$ cat src/can_mode_consts.svh
// offsets, field positions, reset values and timing counts of the mode control block
// assumes the includer works at 32-bit apb data width
`ifndef CAN_MODE_CONSTS_SVH
`define CAN_MODE_CONSTS_SVH

// ----------------------------------------
// register byte offsets
// ----------------------------------------
`define OFS_CONTROL 4'h0
`define OFS_STATUS 4'h4
`define OFS_IRQ_EN 4'h8
`define OFS_DIAG 4'hc

// ----------------------------------------
// field positions
// ----------------------------------------
`define CTL_INIT 0
`define CTL_SLEEP 1
`define CTL_AWU 2
`define STS_INIT_ACK 0
`define STS_SLEEP_ACK 1
`define STS_WKUP 2
`define STS_RX 3
`define IEN_WKUP 0
`define DIAG_LBK 0
`define DIAG_SIL 1
`define DIAG_RX 2

// ----------------------------------------
// reset values
// ----------------------------------------
`define CTL_RESET 3'h2
`define IEN_RESET 1'h0
`define DIAG_RESET 2'h0

// ----------------------------------------
// timing
// ----------------------------------------
`define CLK_PERIOD_NS 100
`define BIT_TIME_NS 1000
`define BIT_CYCLES ((`BIT_TIME_NS + `CLK_PERIOD_NS - 1) / `CLK_PERIOD_NS)
`define SYNC_BITS 4'hb

`endif

$ cat src/can_mode_pkg.sv
// types shared by the mode control block
// assumes nothing beyond a systemverilog compiler
package can_mode_pkg;

  typedef enum logic [1:0]
  {
    st_sleep = 2'b00,
    st_init = 2'b01,
    st_sync = 2'b10,
    st_normal = 2'b11
  } mode_state_type;

endpackage

$ cat src/can_mode_control.sv
// operating-mode control of the can controller, with apb register access
// assumes a protocol core outside that drives core_tx and obeys the enables
//
// Summary of operation
// - come up asleep after hardware reset
// - acknowledge init or sleep only once entered
// - normal exactly when both acknowledges clear
// - wait 11 recessive bits before normal
// - init left when hardware clears init acknowledge
// - init mode: no traffic, transmit pin recessive
// - entering init keeps configuration registers
// - asleep: clock stopped, status frozen; here only the bit counter halts, the wake-up flag and rx status still update
// - init request while asleep stays unacknowledged
// - auto wake-up clears sleep request on activity
// - wake-up interrupt on activity when enabled
// - sleep exit: synchronize, then clear sleep acknowledge
// - test bits set in init only
// - silent: receive, never drive dominant
// - silent: dominant bits fed back internally
// - loop back: own frames received
// - loop back: acknowledge errors ignored
// - loop back: tx fed to rx, pin ignored
// - combined: rx disconnected, tx held recessive
//
// The APB register port and the placing of the registers were chosen for this implementation.
`timescale 1ns/10ps
`include "can_mode_consts.svh"

module can_mode_control
  import can_mode_pkg::*;
(
  // clock and reset
  input wire logic clk,
  input wire logic rst_b,
  // apb slave
  input wire logic psel,
  input wire logic penable,
  input wire logic pwrite,
  input wire logic [31:0] paddr,
  input wire logic [31:0] pwdata,
  output logic [31:0] prdata,
  output logic pready,
  output logic pslverr,
  // can bus pins
  input wire logic bus_receive_pin,
  output logic bus_transmit_pin,
  // protocol core side
  input wire logic core_tx,
  output logic core_rx,
  output logic core_active,
  output logic tx_start_allow,
  output logic ack_error_ignore,
  // wake-up interrupt request
  output logic wakeup_irq
);

  // ----------------------------------------
  // registers
  // ----------------------------------------
  mode_state_type state_reg;
  mode_state_type state_next;
  logic init_request_reg;
  logic sleep_request_reg;
  logic auto_wakeup_enable_reg;
  logic wakeup_irq_enable_reg;
  logic loopback_select_reg;
  logic silent_select_reg;
  logic init_acknowledge_reg;
  logic sleep_acknowledge_reg;
  logic wakeup_flag_reg;
  logic [3:0] bit_cnt_reg;
  logic [3:0] sync_cnt_reg;
  logic bit_tick;
  logic rx_eff;
  logic bus_activity;
  logic wr_en;
  logic rd_phase;
  logic addr_ok;
  logic [31:0] rd_data;

  // ----------------------------------------
  // apb decode
  // ----------------------------------------
  // one wait state so that read data comes straight from a flip-flop
  assign rd_phase = psel && penable && !pready;
  assign wr_en = psel && penable && pready && pwrite && !pslverr;
  assign addr_ok = (paddr[31:4] == 28'h0) && (paddr[1:0] == 2'h0);

  always_comb
  begin
    rd_data = 32'h0;
    case (paddr[3:0])
      `OFS_CONTROL:
      begin
        rd_data[`CTL_INIT] = init_request_reg;
        rd_data[`CTL_SLEEP] = sleep_request_reg;
        rd_data[`CTL_AWU] = auto_wakeup_enable_reg;
      end
      `OFS_STATUS:
      begin
        rd_data[`STS_INIT_ACK] = init_acknowledge_reg;
        rd_data[`STS_SLEEP_ACK] = sleep_acknowledge_reg;
        rd_data[`STS_WKUP] = wakeup_flag_reg;
        rd_data[`STS_RX] = core_rx;
      end
      `OFS_IRQ_EN:
        rd_data[`IEN_WKUP] = wakeup_irq_enable_reg;
      `OFS_DIAG:
      begin
        rd_data[`DIAG_LBK] = loopback_select_reg;
        rd_data[`DIAG_SIL] = silent_select_reg;
        rd_data[`DIAG_RX] = bus_receive_pin;
      end
      default:
        rd_data = 32'h0;
    endcase
  end

  always_ff @(posedge clk)
  begin
    if (!rst_b)
    begin
      pready <= 1'b0;
      prdata <= 32'h0;
      pslverr <= 1'b0;
    end
    else if (rd_phase)
    begin
      pready <= 1'b1;
      prdata <= addr_ok ? rd_data : 32'h0;
      pslverr <= !addr_ok;
    end
    else
    begin
      pready <= 1'b0;
      pslverr <= 1'b0;
    end
  end

  // ----------------------------------------
  // control and configuration
  // ----------------------------------------
  assign bus_activity = (state_reg == st_sleep) && !bus_receive_pin;

  always_ff @(posedge clk)
  begin
    if (!rst_b)
    begin
      {auto_wakeup_enable_reg, sleep_request_reg, init_request_reg} <= `CTL_RESET;
    end
    else
    begin
      if (wr_en && paddr[3:0] == `OFS_CONTROL)
      begin
        init_request_reg <= pwdata[`CTL_INIT];
        sleep_request_reg <= pwdata[`CTL_SLEEP];
        auto_wakeup_enable_reg <= pwdata[`CTL_AWU];
      end
      // hardware clear placed last so a racing write cannot re-arm sleep
      if (bus_activity && auto_wakeup_enable_reg)
        sleep_request_reg <= 1'b0;
    end
  end

  always_ff @(posedge clk)
  begin
    if (!rst_b)
      wakeup_irq_enable_reg <= `IEN_RESET;
    else if (wr_en && paddr[3:0] == `OFS_IRQ_EN)
      wakeup_irq_enable_reg <= pwdata[`IEN_WKUP];
  end

  // test bits only take a write while init is acknowledged
  always_ff @(posedge clk)
  begin
    if (!rst_b)
      {silent_select_reg, loopback_select_reg} <= `DIAG_RESET;
    else if (wr_en && paddr[3:0] == `OFS_DIAG && init_acknowledge_reg)
    begin
      loopback_select_reg <= pwdata[`DIAG_LBK];
      silent_select_reg <= pwdata[`DIAG_SIL];
    end
  end

  // ----------------------------------------
  // wake-up flag and interrupt
  // ----------------------------------------
  // set wins over the write-one clear
  always_ff @(posedge clk)
  begin
    if (!rst_b)
      wakeup_flag_reg <= 1'b0;
    else if (bus_activity)
      wakeup_flag_reg <= 1'b1;
    else if (wr_en && paddr[3:0] == `OFS_STATUS && pwdata[`STS_WKUP])
      wakeup_flag_reg <= 1'b0;
  end

  always_ff @(posedge clk)
  begin
    if (!rst_b)
      wakeup_irq <= 1'b0;
    else
      wakeup_irq <= wakeup_flag_reg && wakeup_irq_enable_reg;
  end

  // ----------------------------------------
  // bit timing and receive path
  // ----------------------------------------
  // fixed nominal bit time; the real bit timing logic lives elsewhere
  assign bit_tick = (bit_cnt_reg == 4'((`BIT_CYCLES) - 1));

  always_ff @(posedge clk)
  begin
    if (!rst_b)
      bit_cnt_reg <= 4'h0;
    else if (state_reg == st_sleep || bit_tick)
      bit_cnt_reg <= 4'h0;
    else
      bit_cnt_reg <= bit_cnt_reg + 4'h1;
  end

  always_comb
  begin
    if (loopback_select_reg)
      rx_eff = core_tx;
    else if (silent_select_reg)
      rx_eff = bus_receive_pin && core_tx;
    else
      rx_eff = bus_receive_pin;
  end

  always_ff @(posedge clk)
  begin
    if (!rst_b)
      core_rx <= 1'b1;
    else
      core_rx <= rx_eff;
  end

  // ----------------------------------------
  // mode state machine
  // ----------------------------------------
  always_comb
  begin
    state_next = state_reg;
    case (state_reg)
      st_sleep:
        if (!sleep_request_reg)
          state_next = st_sync;
      st_init:
        if (!init_request_reg)
          state_next = st_sync;
        else if (sleep_request_reg)
          state_next = st_sleep;
      st_sync:
        if (init_request_reg)
          state_next = st_init;
        else if (sleep_request_reg)
          state_next = st_sleep;
        else if (sync_cnt_reg == `SYNC_BITS)
          state_next = st_normal;
      st_normal:
        if (init_request_reg)
          state_next = st_init;
        else if (sleep_request_reg)
          state_next = st_sleep;
      default:
        state_next = st_sleep;
    endcase
  end

  // mode changes never write configuration registers
  always_ff @(posedge clk)
  begin
    if (!rst_b)
      state_reg <= st_sleep;
    else
      state_reg <= state_next;
  end

  always_ff @(posedge clk)
  begin
    if (!rst_b || state_reg != st_sync)
      sync_cnt_reg <= 4'h0;
    else if (bit_tick)
      sync_cnt_reg <= rx_eff ? sync_cnt_reg + 4'h1 : 4'h0;
  end

  // acknowledges follow the entered state; both clear only after sync
  always_ff @(posedge clk)
  begin
    if (!rst_b)
    begin
      init_acknowledge_reg <= 1'b0;
      sleep_acknowledge_reg <= 1'b1;
    end
    else
    begin
      case (state_reg)
        st_init:
        begin
          init_acknowledge_reg <= 1'b1;
          sleep_acknowledge_reg <= 1'b0;
        end
        st_sleep:
        begin
          init_acknowledge_reg <= 1'b0;
          sleep_acknowledge_reg <= 1'b1;
        end
        st_normal:
        begin
          init_acknowledge_reg <= 1'b0;
          sleep_acknowledge_reg <= 1'b0;
        end
        default:
        begin
          init_acknowledge_reg <= init_acknowledge_reg;
          sleep_acknowledge_reg <= sleep_acknowledge_reg;
        end
      endcase
    end
  end

  // ----------------------------------------
  // bus and core outputs
  // ----------------------------------------
  always_ff @(posedge clk)
  begin
    if (!rst_b)
    begin
      bus_transmit_pin <= 1'b1;
      core_active <= 1'b0;
      tx_start_allow <= 1'b0;
      ack_error_ignore <= 1'b0;
    end
    else
    begin
      // recessive unless fully in normal mode and not silent
      // follows the entered state, in step with the acknowledges
      bus_transmit_pin <= (state_reg != st_normal) || silent_select_reg || core_tx;
      core_active <= (state_reg == st_normal);
      tx_start_allow <= (state_reg == st_normal) && !silent_select_reg;
      ack_error_ignore <= loopback_select_reg;
    end
  end

  // ----------------------------------------
  // assertions
  // ----------------------------------------
  property p_reset_sleep;
    @(posedge clk) !rst_b |=> state_reg == st_sleep && sleep_acknowledge_reg
      && !init_acknowledge_reg && sleep_request_reg;
  endproperty
  a_reset_sleep: assert property (p_reset_sleep) else $error("not asleep after reset");

  property p_normal_iff_acks;
    @(posedge clk) disable iff (!rst_b)
      (state_reg == st_normal) |=> core_active == (!init_acknowledge_reg && !sleep_acknowledge_reg);
  endproperty
  a_normal_iff_acks: assert property (p_normal_iff_acks) else $error("normal flag mismatch");

  property p_sync_first;
    @(posedge clk) disable iff (!rst_b)
      (state_reg != st_normal) ##1 (state_reg == st_normal)
      |-> $past(sync_cnt_reg) == `SYNC_BITS && $past(state_reg) == st_sync;
  endproperty
  a_sync_first: assert property (p_sync_first) else $error("normal without bus idle");

  property p_init_ack;
    @(posedge clk) disable iff (!rst_b)
      $rose(init_acknowledge_reg) |-> $past(state_reg) == st_init;
  endproperty
  a_init_ack: assert property (p_init_ack) else $error("init acknowledged early");

  property p_init_recessive;
    @(posedge clk) disable iff (!rst_b)
      (state_reg == st_init) |=> bus_transmit_pin && !core_active;
  endproperty
  a_init_recessive: assert property (p_init_recessive) else $error("tx active in init");

  property p_sleep_no_init_ack;
    @(posedge clk) disable iff (!rst_b)
      (state_reg == st_sleep) && sleep_request_reg |=> !init_acknowledge_reg;
  endproperty
  a_sleep_no_init_ack: assert property (p_sleep_no_init_ack) else $error("init acked asleep");

  property p_auto_wake;
    @(posedge clk) disable iff (!rst_b)
      bus_activity && auto_wakeup_enable_reg |=> !sleep_request_reg ##1 state_reg == st_sync;
  endproperty
  a_auto_wake: assert property (p_auto_wake) else $error("auto wake-up missed");

  property p_wake_irq;
    @(posedge clk) disable iff (!rst_b)
      bus_activity && wakeup_irq_enable_reg
      && !(wr_en && paddr[3:0] == `OFS_IRQ_EN) |=> ##1 wakeup_irq;
  endproperty
  a_wake_irq: assert property (p_wake_irq) else $error("wake-up irq missed");

  property p_sleep_acknowledge_after_sync;
    @(posedge clk) disable iff (!rst_b)
      $fell(sleep_acknowledge_reg) |-> $past(state_reg, 2) == st_sync
        || $past(state_reg) == st_init;
  endproperty
  a_sleep_acknowledge_after_sync: assert property (p_sleep_acknowledge_after_sync) else $error("sleep left unsynced");

  property p_diag_locked;
    @(posedge clk) disable iff (!rst_b)
      !init_acknowledge_reg |=> $stable(loopback_select_reg) && $stable(silent_select_reg);
  endproperty
  a_diag_locked: assert property (p_diag_locked) else $error("test bits changed");

  property p_silent_tx;
    @(posedge clk) disable iff (!rst_b)
      silent_select_reg |=> bus_transmit_pin && !tx_start_allow;
  endproperty
  a_silent_tx: assert property (p_silent_tx) else $error("silent mode drove bus");

  property p_silent_feedback;
    @(posedge clk) disable iff (!rst_b)
      silent_select_reg && !loopback_select_reg && !core_tx |=> !core_rx;
  endproperty
  a_silent_feedback: assert property (p_silent_feedback) else $error("dominant not fed back");

  property p_loopback_rx;
    @(posedge clk) disable iff (!rst_b)
      loopback_select_reg |=> core_rx == $past(core_tx) && ack_error_ignore;
  endproperty
  a_loopback_rx: assert property (p_loopback_rx) else $error("loop back path wrong");

  c_auto_wake: cover property (@(posedge clk) disable iff (!rst_b)
    bus_activity && auto_wakeup_enable_reg);
  c_reach_normal: cover property (@(posedge clk) disable iff (!rst_b)
    $fell(sleep_acknowledge_reg) && !init_acknowledge_reg);
  c_enter_init: cover property (@(posedge clk) disable iff (!rst_b)
    $rose(init_acknowledge_reg));
  c_combined: cover property (@(posedge clk) disable iff (!rst_b)
    core_active && loopback_select_reg && silent_select_reg);

endmodule

$ cat config.mk
export PLATFORM = sky130hd
export DESIGN_NAME = can_mode_control
export DESIGN_NICKNAME = d
export VERILOG_FILES = /design/src/can_mode_pkg.sv /design/src/can_mode_control.sv
export VERILOG_INCLUDE_DIRS = /design/src /design/src/src
export SDC_FILE = /design/constraint.sdc
export NUM_CORES = 1
export LEC_CHECK = 0
export ABC_AREA = 1
export BUFFER_PORTS_ARGS = -buffer_cell sky130_fd_sc_hd__clkbuf_2
export CAP_MARGIN = 20
export CORE_AREA = 5 5 71 73
export DETAILED_ROUTE_END_ITERATION = 7
export DIE_AREA = 0 0 76 78
export MAX_ROUTING_LAYER = met4
export PLACE_DENSITY_LB_ADDON = 0.25
export SYNTH_ARGS = -nofsm -noshare
export SYNTH_HDL_FRONTEND = slang
export SYNTH_SLANG_ARGS = --single-unit
$ cat constraint.sdc
create_clock -name clk -period 1.5 [get_ports clk]
set_input_delay 0.3 -clock clk [delete_from_list [all_inputs] [get_ports clk]]
set_output_delay 0.3 -clock clk [all_outputs]
set_load 0.05 [all_outputs]
==> results of run 1 <==
[worst max-delay path, stage by stage, from the launching register on]
cell and delay [ns]:
dfxtp_1 0.37, inv_1 0.13, ha_1 0.20, inv_1 0.15
o21ai_2 0.09, nor2_1 0.13, nand2_1 0.07, a21oi_1 0.11
[where the power goes]
part	total, mW	switching, mW	leakage, nW	internal [mW]
clock network	0.610	0.286	0.0422	0.325
registers	0.857	0.0155	0.251	0.842
logic	0.351	0.267	0.708	0.0842
total	1.82	0.568	1.00	1.25
[how the worst max path moves through the flow]
| stage | end | slack [ns] |
|---|---|---|
| finish | state_reg[0] | 0.19 |
| global route | state_reg[0] | 0.04 |
| CTS | state_reg[0] | 0.09 |
| detailed placement | state_reg[0] | 0.1 |
| global placement | state_reg[0] | 0.12 |
| floorplan | sleep_request_reg | 0.04 |
[per-layer routing]
| layer | GRT usage | vias to the layer above | wire length (um) |
|---|---|---|---|
| met3 | 0.0671 | 5 | 435 |
| met4 | 0.0427 | 0 | 51 |
| li1 | - | 853 | - |
| met5 | - | - | 0 |
| met1 | 0.149 | 693 | 1590 |
| met2 | 0.217 | 69 | 1720 |
[layout make-up]
class / count / area, sq um
Fill cell: 471 / 2220
Tap cell: 52 / 65.1
Clock inverter: 1 / 5.00
Sequential cell: 31 / 621
Timing Repair Buffer: 58 / 303
Multi-Input combinational cell: 185 / 911
Clock buffer: 7 / 76.3
Inverter: 26 / 97.6
[logic make-up (layout without fill, tap and decap cells)]
family,after synthesis,in the layout,synth area share
DFF,31,31,0.357
xor gates and xnor gates,2,2,0.0101
adders and majority gates,9,9,0.0647
buffers and inverters,56,92,0.183
and+or+nand+nor,114,114,0.288
AOI/OAI and AO/OA,32,32,0.0956
other,1,28,0.00215
[what timing repair did]
action	in CTS	in global routing
setup endpoints to repair	0	4
endpoints found under the hold margin	0	0
resized for setup	0	4
[synth_stat cells]
| cell | instances | area [sq um] |
|---|---|---|
| xor2_1 | 1 | 8.76 |
| dfxtp_1 | 31 | 621 |
| inv_2 | 2 | 7.51 |
| o21ai_0 | 10 | 50.1 |
| buf_4 | 29 | 218 |
| and3_1 | 1 | 6.26 |
| or2_2 | 2 | 12.5 |
| nand4_1 | 3 | 18.8 |
| nand2_1 | 36 | 135 |
| o22ai_1 | 1 | 6.26 |
| nor2_1 | 40 | 150 |
| clkbuf_1 | 1 | 3.75 |
| inv_1 | 23 | 86.3 |
| nor3_1 | 4 | 20.0 |
| nand3_1 | 23 | 115 |
| clkinv_1 | 1 | 3.75 |
| o21ai_1 | 1 | 5.00 |
| a21oi_1 | 18 | 90.1 |
| conb_1 | 1 | 3.75 |
| or2_0 | 1 | 6.26 |
| o31ai_1 | 1 | 7.51 |
| xnor2_1 | 1 | 8.76 |
| nand3b_1 | 1 | 7.51 |
| nor2_4 | 2 | 22.5 |
| o211ai_1 | 1 | 7.51 |
| ha_1 | 9 | 113 |
| and2_1 | 1 | 6.26 |
[metrics by stage]
stage	instances	hold WS (ns)	setup WS, ns	power, mW	cell area, sq um
final	360	0.229	0.185	1.82	2080
after global routing	360	0.223	0.0416	1.92	2080
after CTS	360	0.227	0.0875	1.84	2070
after detailed placement	352	0.447	0.0995	1.22	1990
after global placement	352	0.448	0.118	1.22	1990
after floorplan	272	0.404	0.0415	1.19	1840
[placed cells by master (no fill, tap or decap)]
master	count
clkbuf_8	5
clkbuf_2	53
or2_0	1
o211ai_1	1
o21ai_0	10
inv_2	3
clkinv_2	1
o22ai_1	1
inv_1	22
o31ai_1	1
a21oi_1	18
ha_1	8
xor2_1	1
nor2_4	2
buf_4	5
nand3b_1	1
nand3_1	23
clkbuf_1	2
nand4_1	3
nor2_1	39
and2_1	1
ha_2	1
o21ai_2	1
nor3_1	4
and3_1	1
nand2_1	36
clkinv_1	1
xnor2_1	1
or2_2	2
conb_1	28
nor2_2	1
dfxtp_1	31
==> run metrics, run 1 <==
Final setup viols 0; vias per inst ~4.5; Synth-to-Final Area Change 19.4%; global-route wire length before repair 6550 um; fraction of layout cells with a size suffix above 1 0.240; Tot GR Track Use 0.136; Cell Rows 24; DRT antenna net count 0; part of the Yosys area used for sequential elements 0.357; Placer Congestion 0.803; Sink Count 31; number of port buffers 53; Final Core Density 0.484; Syn. warnings 0; syn_area_per_cell 7.10 sq um; core area 4290 sq um; Clock Tree Root clkbuf_8; reg2reg end state_reg[0]; crit path launch type flop; Pleak 1.00 nW; CTS tree done; final worst path period need 1.31 ns; Worst VDD drop 0.434 mV; CP Class flop to flop; r2r setup slk 0.19 ns; clk_skew around 0.0076 ns; die area between 5000 and 6000 sq um; Worst-Skew Late Latency 0.28 ns; IO Count 111; Longest Clk Path Bufs 2; hold crit path type primary input to flop; hold path depth 3; setup TNS 0 ns; number of CTS-inserted buffers 5; wire length per cell between 10 and 15 um; Synth Instances 245; routed wire length 3800 um; Post-DP HPWL 3170 um; CTS Hold Bufs 0; r2r worst-path depth 7; hold_sp core_tx; synthesized area ~1700 sq um; RSZ-0062 raised after global routing no; status finished clean; NumNets Final 387; CTS clock-pin slew for the worst setup and hold paths 0.06 ns; Die Wd 76 um; vias in the first global route 1484; Worst Path Required 1.71 ns; FMAX 761 MHz; final slew viol count 0; cell area power density ~870 nW/um^2; crit path from state_reg[1]; H-tree depth 2; detailed-route DRC error count 0; hold path endpoint bus_transmit_pin; arrival time worst endpoint roughly 1.5 ns; final clock period utilization by the worst path 0.876; Die H 78 um; number of setup buffers added after CTS 0; global route overflow 0; RR Startpoint state_reg[1]; initial antenna violation count 0; Yosys reg bits 31; Detailed Routing Iterations Pass 1 4; endpoint class of the critical path flop; via count 1620; largest net degree at the start of global routing 11; DRT iter0 DRCs 63; starting density of the core 0.405; n_diodes 0; final hold vios 0; Yosys cell types 27; CP Max Fanout 5; Max Cap Violations 0
(Power assumes the default switching activity.)
==> inputs of run 2 (changes only) <==
CORE_AREA = 5 5 69 71   (was 5 5 71 73)
DIE_AREA = 0 0 74 76   (was 0 0 76 78)
SLEW_MARGIN = 30   (was unset)
clock period = 1.6 ns   (was 1.5 ns; I/O delays follow)
==> run metrics, run 2 (synthesis results as in run 1) <==
status finished clean; most frequent CP cell nand2_1; Pleak 1.01 nW (+0.41%); Worst VDD drop 0.584 mV (+34%); detailed-route DRC error count 0 (unchanged); Die H 76 um (-2.6%); H-tree depth 2 (unchanged); arrival time worst endpoint 1.62 ns (+0.09 ns); Non-Filler Instances 360 (unchanged); endpoint class of the critical path flop; Worst-Skew Late Latency 0.28 ns (about the same); die area 5620 sq um (-5.1%); DRT antenna net count 0 (unchanged); Post-CTS Resized 0 (unchanged); Setup crit end state_reg[0]; routed wire length 3760 um (-0.84%); final clock period utilization by the worst path 0.882 (+0.00536); r2r worst-path depth 9 (+2); setup TNS 0 ns (unchanged); fraction of layout cells with a size suffix above 1 0.227 (-0.0130); crit path launch type flop; Post-DP Area 2000 sq um (+0.63%); CP Class flop to flop; dpl cells 352 (unchanged); vias per inst 4.51 (+0.12%); Die Wd 74 um (-2.6%); global-route wire length before repair 6020 um (-8.1%); hold slack 0.249 ns (+0.0201 ns); CTS Hold Bufs 0 (unchanged); RSZ-0062 raised after global routing no; cell area power density 829 nW/um^2 (-5.2%); CTS tree done; Post-DP HPWL 3080 um (-2.7%); critical path cell sequence inv_1 -> ha_1 -> nand2_1 -> nor2_1 -> nand2_1 -> o21ai_1 -> nor2_1 -> nand2_1 -> a21oi_1; PnR worst setup slack 0.189 ns (+0.00379 ns); most frequent cells in the layout clkbuf_2 (53), nor2_1 (40), nand2_1 (36); core area 4170 sq um (-2.8%); CP max stage delay 0.37 ns (about the same); final worst path period need 1.41 ns (+0.0962 ns); Synth-to-Final Area Change 19.6%; Cell Rows 24 (unchanged); wire length per cell 10.5 um (-0.84%); CP Max Fanout 5 (unchanged); vias in the first global route 1439 (-3.0%); Max Cap Violations 0 (unchanged); commonest non-fill, non-tap cell in the layout clkbuf_2; Clock Tree Root clkbuf_8; slowest CP cell dfxtp_1; NumNets Final 387 (unchanged); Placer Congestion 0.817 (+1.7%); starting density of the core 0.417 (+0.0117); Tot GR Track Use 0.138 (+0.00153); RR Startpoint state_reg[0]; Sink Count 31 (unchanged); Crit path depth 9 (+2); Final setup viols 0 (unchanged); CP Buf/Inv Count 1 (-1); Place WS 0.194 ns (+0.0940 ns); Design Area, Final 2080 sq um (+0.18%); number of CTS-inserted buffers 5 (unchanged); Longest Clk Path Bufs 2 (unchanged); final slew viol count 0 (unchanged); Detailed Routing Iterations Pass 1 5 (+1); family with the most delay on the worst path simple AND/OR/NAND/NOR gates; CTS clock-pin slew for the worst setup and hold paths 0.06 ns (about the same); hold crit path type primary input to flop; Worst Path Required 1.81 ns (+0.10 ns); final hold vios 0 (unchanged); reg2reg end state_reg[0]; clk_skew 0.00824 ns (+0.000609 ns); largest net degree at the start of global routing 14 (+3); n_diodes 0 (unchanged); FMAX 709 MHz (-6.8%); number of setup buffers added after CTS 0 (unchanged); crit path from state_reg[0]; via count 1622 (+0.12%); number of port buffers 53 (unchanged); IO Count 111 (unchanged); global route overflow 0 (unchanged); DRT iter0 DRCs 48 (-24%); r2r setup slk 0.19 ns (about the same); initial antenna violation count 0 (unchanged)
[run 2: cell counts in the layout (fill, tap and decap cells not counted)]
No cell type changed its count.
[run 2: routing by layer]
metal,up-vias,GRT usage,routed length (um)
met1,692,0.145,1460
li1,853,-,-
met3,9,0.0462,442
met4,0,0.0489,62
met5,-,-,0
met2,68,0.235,1800
[run 2: worst min-delay path by stage]
stage | startpoint | to | slack (ns) | cells after the start
CTS | core_tx | bus_transmit_pin | 0.25 | 3
global placement | wakeup_irq_enable_reg | wakeup_irq | 0.45 | 2
detailed placement | wakeup_flag_reg | wakeup_irq | 0.45 | 2
floorplan | wakeup_flag_reg | wakeup_irq | 0.42 | 2
global route | core_tx | bus_transmit_pin | 0.26 | 3
finish | core_tx | bus_transmit_pin | 0.25 | 3
[run 2: layout make-up]
class                      count  area, sq um
clock buffer                   7         76.3
clock inverter                 1         5.00
fill                         462         2090
inverter                      26         97.6
multi-input combinational    185          902
sequential                    31          621
tap                           52         65.1
timing repair buffer          58          315
[run 2: power breakdown]
| part | switching [mW] | internal (mW) | total [mW] |
|---|---|---|---|
| registers | 0.0134 | 0.789 | 0.802 |
| logic | 0.249 | 0.0810 | 0.330 |
| clock network | 0.289 | 0.305 | 0.594 |
| total | 0.552 | 1.17 | 1.73 |
[run 2: through the flow]
stage	util	power, mW
finish	0.499	1.73
global route	0.499	1.81
CTS	0.499	1.74
detailed placement	0.479	1.15
global placement	0.479	1.15
floorplan	-	1.11
[run 2: worst reg2reg max path, delay by kind of cell, from the launching register on]
family / cells / cell delay (ns)
AOI/OAI and AO/OA: 2 / 0.21
DFF: 1 / 0.37
adders and majority gates: 1 / 0.25
buffers and inverters: 1 / 0.13
and+or+nand+nor: 5 / 0.38
